### config.mk
export PLATFORM = sky130hd
export DESIGN_NAME = debug_status_register_bank
export DESIGN_NICKNAME = d
export VERILOG_FILES = /design/src/verilog/debug_status_register_bank.v
export VERILOG_INCLUDE_DIRS = /design/src /design/src/verilog
export SDC_FILE = /design/constraint.sdc
export NUM_CORES = 2
export LEC_CHECK = 0
export ABC_AREA = 1
export BUFFER_PORTS_ARGS = -buffer_cell sky130_fd_sc_hd__buf_2
export CORE_UTILIZATION = 45
export CTS_BUF_LIST = sky130_fd_sc_hd__clkbuf_8
export DETAILED_ROUTE_END_ITERATION = 10
export SYNTH_ARGS = -nofsm -noshare
export SYNTH_HDL_FRONTEND = slang
export SYNTH_SLANG_ARGS = --single-unit
### constraint.sdc
create_clock -name ref_clk -period 4.5 [get_ports ref_clk]
set_input_delay 0.225 -clock ref_clk [delete_from_list [all_inputs] [get_ports ref_clk]]
set_output_delay 0.225 -clock ref_clk [all_outputs]
set_load 0.01 [all_outputs]
### src/verilog/debug_status_defines.vh
// Constants for the debug status register bank.
// Assumes it is included by its bare name from the bank's design file.
`ifndef DEBUG_STATUS_DEFINES_VH
`define DEBUG_STATUS_DEFINES_VH

// Register numbers on the processor-status port.
`define REG_TILE_CELL_OSC 8'h07
`define REG_TILE_WIRE_OSC 8'h08
`define REG_PERIPH_CELL_OSC 8'h09
`define REG_PERIPH_WIRE_OSC 8'h0A
`define REG_MEMORY_SIZE 8'h0C
`define REG_SAVED_STATUS 8'h10
`define REG_SAVED_COUNTER 8'h11
`define REG_SAVED_STACK 8'h12
`define REG_FETCH_THREAD 8'h13
`define REG_FETCH_REGISTER 8'h14
`define REG_DEBUG_CAUSE 8'h15
`define REG_CAUSE_DATA 8'h16
`define REG_STOP_MASK 8'h18
`define REG_SCRATCH_BASE 8'h20
`define REG_BREAK_ADDR_BASE 8'h30
`define REG_BREAK_CTRL_BASE 8'h40

// Group sizes; the scratch and breakpoint base numbers keep these low bits clear.
`define SCRATCH_COUNT 8
`define SCRATCH_IDX_W 3
`define BREAK_COUNT 4
`define BREAK_IDX_W 2
`define OSC_COUNT 4

// Field masks and positions.
`define OSC_COUNT_W 16
`define MEMORY_SIZE_MASK 32'hFFFFFFFC
`define SAVED_STATUS_WMASK 32'h000006DF
`define SAVED_STATUS_MASK 32'h000007DF
`define FETCH_THREAD_MASK 32'h000000FF
`define FETCH_REGISTER_MASK 32'h0000001F
`define DEBUG_CAUSE_MASK 32'h0003FF07
`define STOP_MASK_MASK 32'h000000FF
`define BREAK_CTRL_MASK 32'h00FF0003
`define BREAK_CTRL_ENABLE 0
`define BREAK_CTRL_NOT_EQUAL 1
`define BREAK_CTRL_THREAD_LSB 16
`define BREAK_CTRL_THREAD_MSB 23

// Debug cause codes.
`define CAUSE_NONE 3'h0
`define CAUSE_HOST 3'h1
`define CAUSE_DEBUG_CALL 3'h2
`define CAUSE_CODE_BREAK 3'h3
`define CAUSE_DATA_WATCH 3'h4
`define CAUSE_RESOURCE_WATCH 3'h5

// Default RAM size in bytes; a plain value.
`define MEMORY_SIZE_BYTES 32'h00040000

`endif

### src/verilog/debug_status_register_bank.v
// Processor-status register bank for one tile: oscillator counters, RAM
// size, debug entry state, fetch operands, stop mask, scratch words and
// instruction breakpoints.
// Assumes all inputs except ring_osc come from logic on ref_clk, and that
// the core pulses debug_enter once per entry with the entry data valid.
`include "debug_status_defines.vh"

module debug_status_register_bank (
    // Clock and resets.
    input wire ref_clk,
    input wire sys_rst,
    input wire power_on_rst,
    // Processor-status register port.
    input wire [7:0] ps_addr,
    input wire ps_write,
    input wire ps_read,
    input wire [31:0] ps_wdata,
    output reg [31:0] ps_rdata,
    // Tile configuration port onto the scratch words.
    input wire [2:0] cfg_scratch_addr,
    input wire cfg_scratch_write,
    input wire [31:0] cfg_scratch_wdata,
    output reg [31:0] cfg_scratch_rdata,
    // Core state.
    input wire debug_mode,
    input wire current_issue_mode,
    // Debugger entry capture.
    input wire debug_enter,
    input wire [10:0] entry_status,
    input wire [31:0] entry_pc,
    input wire [31:0] entry_sp,
    input wire [2:0] entry_cause,
    input wire [7:0] entry_thread,
    input wire [1:0] entry_watch_num,
    input wire [31:0] entry_data,
    // Instruction stream for breakpoint matching.
    input wire pc_valid,
    input wire [31:0] program_counter,
    input wire [2:0] pc_thread,
    output reg break_request,
    output reg [1:0] break_number,
    output reg [2:0] break_thread,
    // Register fetch selection and thread stop.
    output wire [7:0] fetch_thread,
    output wire [4:0] fetch_register,
    output wire [7:0] thread_stop,
    // Ring oscillators and their run controls.
    input wire [3:0] ring_osc,
    input wire osc_core_run,
    input wire osc_periph_run
);

    // Returns 1 when an address falls in an aligned group of registers.
    function in_group;
        input [7:0] addr;
        input [7:0] base;
        input [7:0] count;
        begin
            in_group = (addr >= base) && (addr < base + count);
        end
    endfunction

    reg [31:0] saved_status;
    reg [31:0] saved_counter;
    reg [31:0] saved_stack;
    reg [31:0] fetch_thread_select;
    reg [31:0] fetch_register_select;
    reg [31:0] debug_cause;
    reg [31:0] cause_data;
    reg [31:0] stop_mask;
    reg [31:0] scratch [0:`SCRATCH_COUNT-1];
    reg [31:0] break_address [0:`BREAK_COUNT-1];
    reg [31:0] break_control [0:`BREAK_COUNT-1];
    reg [`OSC_COUNT_W-1:0] osc_count [0:`OSC_COUNT-1];
    reg [3:0] osc_meta;
    reg [3:0] osc_sync;
    reg [3:0] osc_last;
    reg [31:0] next_rdata;
    reg [`BREAK_COUNT-1:0] break_hit;
    reg [1:0] next_break_number;
    wire debug_write;
    wire [3:0] osc_run;
    integer i;

    // Debug-writable fields only take writes while the core is halted.
    assign debug_write = ps_write && debug_mode;
    assign fetch_thread = fetch_thread_select[7:0];
    assign fetch_register = fetch_register_select[4:0];
    // The mask only bites once the core has left debug mode.
    assign thread_stop = debug_mode ? 8'h00 : stop_mask[7:0];
    assign osc_run = {osc_periph_run, osc_periph_run,
                      osc_core_run, osc_core_run};

    // Oscillators run on their own; sample twice before counting edges.
    // A wide counter clocked by the oscillator would need a crossing, and
    // the limit is that oscillators faster than half ref_clk undercount.
    always @(posedge ref_clk) begin
        osc_meta <= ring_osc;
        osc_sync <= osc_meta;
        osc_last <= osc_sync;
    end

    // Counters clear only on power-on, never on system reset.
    genvar g;
    generate
        for (g = 0; g < `OSC_COUNT; g = g + 1) begin : osc_counter
            always @(posedge ref_clk) begin
                if (power_on_rst) begin
                    osc_count[g] <= {`OSC_COUNT_W{1'b0}};
                end else if (osc_run[g] && osc_sync[g] && !osc_last[g]) begin
                    osc_count[g] <= osc_count[g] + 1'b1;
                end
            end
        end
    endgenerate

    // Breakpoint comparators, one per slot with its own control word.
    generate
        for (g = 0; g < `BREAK_COUNT; g = g + 1) begin : break_match
            always @* begin
                break_hit[g] = pc_valid && !debug_mode
                    && break_control[g][`BREAK_CTRL_ENABLE]
                    && break_control[g][`BREAK_CTRL_THREAD_LSB + pc_thread]
                    && ((program_counter == break_address[g])
                        ^ break_control[g][`BREAK_CTRL_NOT_EQUAL]);
            end
        end
    endgenerate

    // Lowest-numbered breakpoint wins when several fire together.
    always @* begin
        next_break_number = 2'h0;
        for (i = `BREAK_COUNT - 1; i >= 0; i = i - 1) begin
            if (break_hit[i]) begin
                next_break_number = i[1:0];
            end
        end
    end

    // Break request and its details are flopped for the core.
    always @(posedge ref_clk) begin
        if (sys_rst) begin
            break_request <= 1'b0;
            break_number <= 2'h0;
            break_thread <= 3'h0;
        end else begin
            break_request <= |break_hit;
            if (|break_hit) begin
                break_number <= next_break_number;
                break_thread <= pc_thread;
            end
        end
    end

    // Debug entry state; capture wins over a write in the same cycle.
    always @(posedge ref_clk) begin
        if (sys_rst) begin
            saved_status <= 32'h00000000;
            saved_counter <= 32'h00000000;
            saved_stack <= 32'h00000000;
            debug_cause <= 32'h00000000;
            cause_data <= 32'h00000000;
        end else if (debug_enter) begin
            // Bits 0..4, 6, 7, 9 and 10 carry the thread's saved status word.
            saved_status <= {21'h000000, entry_status}
                            & `SAVED_STATUS_WMASK;
            saved_counter <= entry_pc;
            saved_stack <= entry_sp;
            debug_cause[2:0] <= entry_cause;
            debug_cause[15:8] <= (entry_cause == `CAUSE_HOST)
                                 ? 8'h00 : entry_thread;
            if (entry_cause == `CAUSE_CODE_BREAK) begin
                debug_cause[17:16] <= break_number;
            end else if (entry_cause == `CAUSE_DATA_WATCH
                         || entry_cause == `CAUSE_RESOURCE_WATCH) begin
                debug_cause[17:16] <= entry_watch_num;
            end else begin
                debug_cause[17:16] <= 2'h0;
            end
            if (entry_cause == `CAUSE_DATA_WATCH
                || entry_cause == `CAUSE_RESOURCE_WATCH) begin
                cause_data <= entry_data;
            end
        end else if (debug_write) begin
            case (ps_addr)
                `REG_SAVED_STATUS: begin
                    saved_status <= ps_wdata & `SAVED_STATUS_WMASK;
                end
                `REG_SAVED_COUNTER: begin
                    saved_counter <= ps_wdata;
                end
                `REG_SAVED_STACK: begin
                    saved_stack <= ps_wdata;
                end
                `REG_DEBUG_CAUSE: begin
                    debug_cause <= ps_wdata & `DEBUG_CAUSE_MASK;
                end
                `REG_CAUSE_DATA: begin
                    cause_data <= ps_wdata;
                end
                default: begin
                end
            endcase
        end
    end

    // Fetch operands, stop mask and breakpoint registers.
    always @(posedge ref_clk) begin
        if (sys_rst) begin
            fetch_thread_select <= 32'h00000000;
            fetch_register_select <= 32'h00000000;
            stop_mask <= 32'h00000000;
            for (i = 0; i < `BREAK_COUNT; i = i + 1) begin
                break_address[i] <= 32'h00000000;
                break_control[i] <= 32'h00000000;
            end
        end else if (debug_write) begin
            if (ps_addr == `REG_FETCH_THREAD) begin
                fetch_thread_select <= ps_wdata & `FETCH_THREAD_MASK;
            end
            if (ps_addr == `REG_FETCH_REGISTER) begin
                fetch_register_select <= ps_wdata & `FETCH_REGISTER_MASK;
            end
            if (ps_addr == `REG_STOP_MASK) begin
                stop_mask <= ps_wdata & `STOP_MASK_MASK;
            end
            if (in_group(ps_addr, `REG_BREAK_ADDR_BASE, `BREAK_COUNT)) begin
                break_address[ps_addr[`BREAK_IDX_W-1:0]] <= ps_wdata;
            end
            if (in_group(ps_addr, `REG_BREAK_CTRL_BASE, `BREAK_COUNT)) begin
                break_control[ps_addr[`BREAK_IDX_W-1:0]] <=
                    ps_wdata & `BREAK_CTRL_MASK;
            end
        end
    end

    // Scratch words; a configuration write beats a status-port write
    // to the same word because the external debugger owns the exchange.
    always @(posedge ref_clk) begin
        if (sys_rst) begin
            for (i = 0; i < `SCRATCH_COUNT; i = i + 1) begin
                scratch[i] <= 32'h00000000;
            end
        end else begin
            if (debug_write
                && in_group(ps_addr, `REG_SCRATCH_BASE, `SCRATCH_COUNT)) begin
                scratch[ps_addr[`SCRATCH_IDX_W-1:0]] <= ps_wdata;
            end
            if (cfg_scratch_write) begin
                scratch[cfg_scratch_addr] <= cfg_scratch_wdata;
            end
        end
    end

    // Read decode; unmapped numbers and reserved bits read zero.
    always @* begin
        next_rdata = 32'h00000000;
        case (ps_addr)
            `REG_TILE_CELL_OSC: next_rdata = {16'h0000, osc_count[0]};
            `REG_TILE_WIRE_OSC: next_rdata = {16'h0000, osc_count[1]};
            `REG_PERIPH_CELL_OSC: next_rdata = {16'h0000, osc_count[2]};
            `REG_PERIPH_WIRE_OSC: next_rdata = {16'h0000, osc_count[3]};
            `REG_MEMORY_SIZE: begin
                next_rdata = `MEMORY_SIZE_BYTES & `MEMORY_SIZE_MASK;
            end
            `REG_SAVED_STATUS: begin
                // Issue mode bit shows the live core, not a stored value.
                next_rdata = (saved_status & `SAVED_STATUS_WMASK)
                             | {23'h000000, current_issue_mode,
                                8'h00};
            end
            `REG_SAVED_COUNTER: next_rdata = saved_counter;
            `REG_SAVED_STACK: next_rdata = saved_stack;
            `REG_FETCH_THREAD: next_rdata = fetch_thread_select;
            `REG_FETCH_REGISTER: next_rdata = fetch_register_select;
            `REG_DEBUG_CAUSE: next_rdata = debug_cause;
            `REG_CAUSE_DATA: next_rdata = cause_data;
            `REG_STOP_MASK: next_rdata = stop_mask;
            default: begin
                if (in_group(ps_addr, `REG_SCRATCH_BASE, `SCRATCH_COUNT)) begin
                    next_rdata = scratch[ps_addr[`SCRATCH_IDX_W-1:0]];
                end else if (in_group(ps_addr, `REG_BREAK_ADDR_BASE,
                                      `BREAK_COUNT)) begin
                    next_rdata = break_address[ps_addr[`BREAK_IDX_W-1:0]];
                end else if (in_group(ps_addr, `REG_BREAK_CTRL_BASE,
                                      `BREAK_COUNT)) begin
                    next_rdata = break_control[ps_addr[`BREAK_IDX_W-1:0]];
                end
            end
        endcase
    end

    // Status-port read data is flopped and held until the next read; scratch read data is flopped every cycle.
    always @(posedge ref_clk) begin
        if (sys_rst) begin
            ps_rdata <= 32'h00000000;
            cfg_scratch_rdata <= 32'h00000000;
        end else begin
            if (ps_read) begin
                ps_rdata <= next_rdata;
            end
            cfg_scratch_rdata <= scratch[cfg_scratch_addr];
        end
    end

endmodule

==> reports/results.txt <==
Status: complete, no violations
Reg area: 0.0191 mm^2
Startpoint types: primary input
CP endpoint kind: flip-flop
Routed wire length: 157 mm
Num CTS Buffers: 121
Primary FF master, synth: edfxtp_1
Post-synthesis cell type count: 48
Synth Warn #: 0
Die Width: 289 um
Number of synthesized flops with an enable pin: 488
Number of global-route vias before repair: 34000
Seq cells post-synth: 709
Nets: 5159
Kind of critical path: in2reg
P_leak: 0.0174 uW
Mapped Cells: 4455
Global route hottest layer: met2
# resized after CTS: 0
Detailed-route wire length per cell: 25.7 um
Global-route met3 utilization: 8.09%
Area of the multi-input gates: 0.0154 mm^2
Ys async rst share: 0%
Gr usage total: 36.6%
Row count: 104
I/O pin cnt: 337
Overall power: 15300 uW
Final hold vios: 0
Core area: 0.0811 mm^2
Most common cell after layout, fill and taps aside: nand2_1
Detailed-placement wirelength estimate: 104 mm
Crit path DAT: 3.44 ns
FILL cells: 7327
IO Port Bufs: 334
Clk Latency, worst-skew pair: 0.78 ns
Largest net degree at the start of global routing: 94
Max Buffers Root-to-Sink: 3
Pwr dens: 343 mW/mm^2
CTS clk-pin slew, worst paths: 0.07 ns
Die Y: 289 um
Max frequency: 358 MHz
RePlAce Congestion: 0.944
Layout cell share with drive strength beyond 1: 13.3%
Final Slew Violations: 0
Worst endpoint required time: 5.15 ns
Worst min path class: in2reg
Total die area: 0.0837 mm^2
Peak VDD IR: 0.240 mV
Syn_area_per_cell: 8.33 um^2
Aggregate negative setup slack: 0 ns
CTS tree: yes
Worst relative slew slack: 26.9%
DR iter-0 viols: 4828
Clock sinks: 709
First-pass GRT wire length: 223 mm
Post-synthesis sequential area ratio: 51.4%
RSZ-0062 raised after global routing: false
Final period util: 62.1%
H-tree levels: 3
CP cell instances: buf_2 -> inv_2 -> nand2_2 -> buf_12 -> nor3_2 -> buf_4 -> a21oi_1 -> inv_1 -> o21ai_0 -> a31oi_1 -> dlygate4sd3_1
GRT overflow: 0
Most frequent cells in the layout: 871 x nand2_1, 488 x edfxtp_1, 475 x nor2_1, 418 x o21ai_0, 399 x inv_1
Setup-failing EPs final: 0
CP top delay family: buffers and inverters
Via count: 36600
Slowest CP cell: a21oi_1
Max-cap viol count: 0
Worst Path Max Fanout: 68
Clock Skew: 0.0435 ns
Drt pass-1 iters: 9
CP max stage delay: 0.84 ns
Met1 GRT Util: 47.6%
Root Buffer: clkbuf_8
Area delta synth->final: 20.0%
Grt met2 use: 55.0%
Measured slew at the worst slew-check pin: 1.09 ns
Synthesized net count: 4705
Tmin final: 2.79 ns
ANT nets after route: 0
Synthesized cell area: 0.0371 mm^2
Initial antenna violation count: 19
Initial Util: 45.8%
DR DRC count: 0
Crit path buf inv count: 6
Vias per inst: 6.02
-- routing by layer --
layer | vias to the layer above | routed length (um)
met2 | 2412 | 68800
met3 | 520 | 17800
li1 | 16400 | -
met1 | 17300 | 58800
met4 | 16 | 11100
met5 | - | 115
-- final timing paths --
check,startpoint,end,slack (ns),cells past startpoint
setup / recovery,ps_addr[1],debug_cause[17],1.71,11
hold reg to reg,osc_meta[3],osc_sync[3],0.32,0
setup reg to reg,osc_count[3][1],osc_count[3][14],2.17,10
hold / removal,debug_enter,saved_status[0],0.06,3
-- timing repair --
item                      in CTS  in global routing
hold endpoints to repair     394                  0
hold buffers                 234                  0
setup buffers                  0                  0
-- kinds of logic after synthesis --
logic type	Yosys count	share of synthesized area, %
xor+xnor	97	2.29
buf+inv	720	7.57
flops	709	51.4
simple gates	1719	18.9
fa+ha+maj	4	0.135
compound gates	1206	19.7
-- synth_stat cells (all sizes together) (3+ instances only) --
| cell type | instances | area (um^2) |
|---|---|---|
| a41oi | 39 | 342 |
| buf | 94 | 432 |
| o311ai | 6 | 52.6 |
| inv | 373 | 1400 |
| o22ai | 95 | 594 |
| o2111ai | 30 | 263 |
| o31ai | 38 | 285 |
| o21a | 31 | 233 |
| xnor2 | 95 | 832 |
| nor2 | 492 | 1870 |
| a21oi | 240 | 1200 |
| o211ai | 63 | 473 |
| clkbuf | 250 | 966 |
| nor4 | 10 | 77.6 |
| a22o | 8 | 70.1 |
| dfxtp | 221 | 4420 |
| nor3 | 52 | 290 |
| o2bb2ai | 7 | 61.3 |
| edfxtp | 488 | 14700 |
| a31o | 4 | 35.0 |
| nand2 | 881 | 3320 |
| a221oi | 4 | 35.0 |
| nand3 | 248 | 1240 |
| o21ai | 443 | 2220 |
| o221ai | 5 | 43.8 |
| a31oi | 37 | 231 |
| a22oi | 146 | 1100 |
| ha | 4 | 50.1 |
| a211oi | 7 | 52.6 |
| clkinv | 3 | 11.3 |
| nand4 | 31 | 194 |
-- tightest hold or removal path, delay by kind of cell --
kind / cells / cell delay, ns
AO/OA/AOI/OAI: 2 / 0.30
buffers and inverters: 1 / 0.25
-- where the power goes --
part / leakage (uW) / internal [uW] / switching (uW)
clock network: 0.00139 / 3000 / 2840
registers: 0.00654 / 7330 / 207
logic: 0.00942 / 638 / 1260
-- sequential cells by signal (all words and copies together), names as in the netlist --
signal,flops
scratch,256
break_address,128
osc_count,64
break_control,40
cause_data,32
cfg_scratch_rdata,32
ps_rdata,32
saved_counter,32
saved_stack,32
debug_cause,13
saved_status,9
fetch_thread_select,8
stop_mask,8
fetch_register_select,5
osc_last,4
osc_meta,4
osc_sync,4
break_thread,3
break_number,2
break_request,1
-- area by class of cell --
class                           count  area share, %
Clock buffer                      146           4.51
Tap cell                         1060           2.98
Antenna cell                       11         0.0618
Clock inverter                     81          0.876
Inverter                          376           3.17
Sequential cell                   709           42.8
Multi-Input combinational cell   3026           34.5
Timing Repair Buffer              675           11.1
-- through the flow --
stage	hold slack [ns]	setup slack (ns)	utilization [%]	std cells	cell area, um^2
after global routing	0.0494	1.57	54.9	6076	44500
after global placement	0.313	1.57	49.1	5612	39800
after CTS	0.00175	1.79	54.9	6073	44500
after detailed placement	0.312	1.53	49.1	5612	39800
after floorplan	0.253	0.762	-	4455	37100
final	0.0570	1.71	54.9	6084	44500
Power figures use the tool's default switching activity.
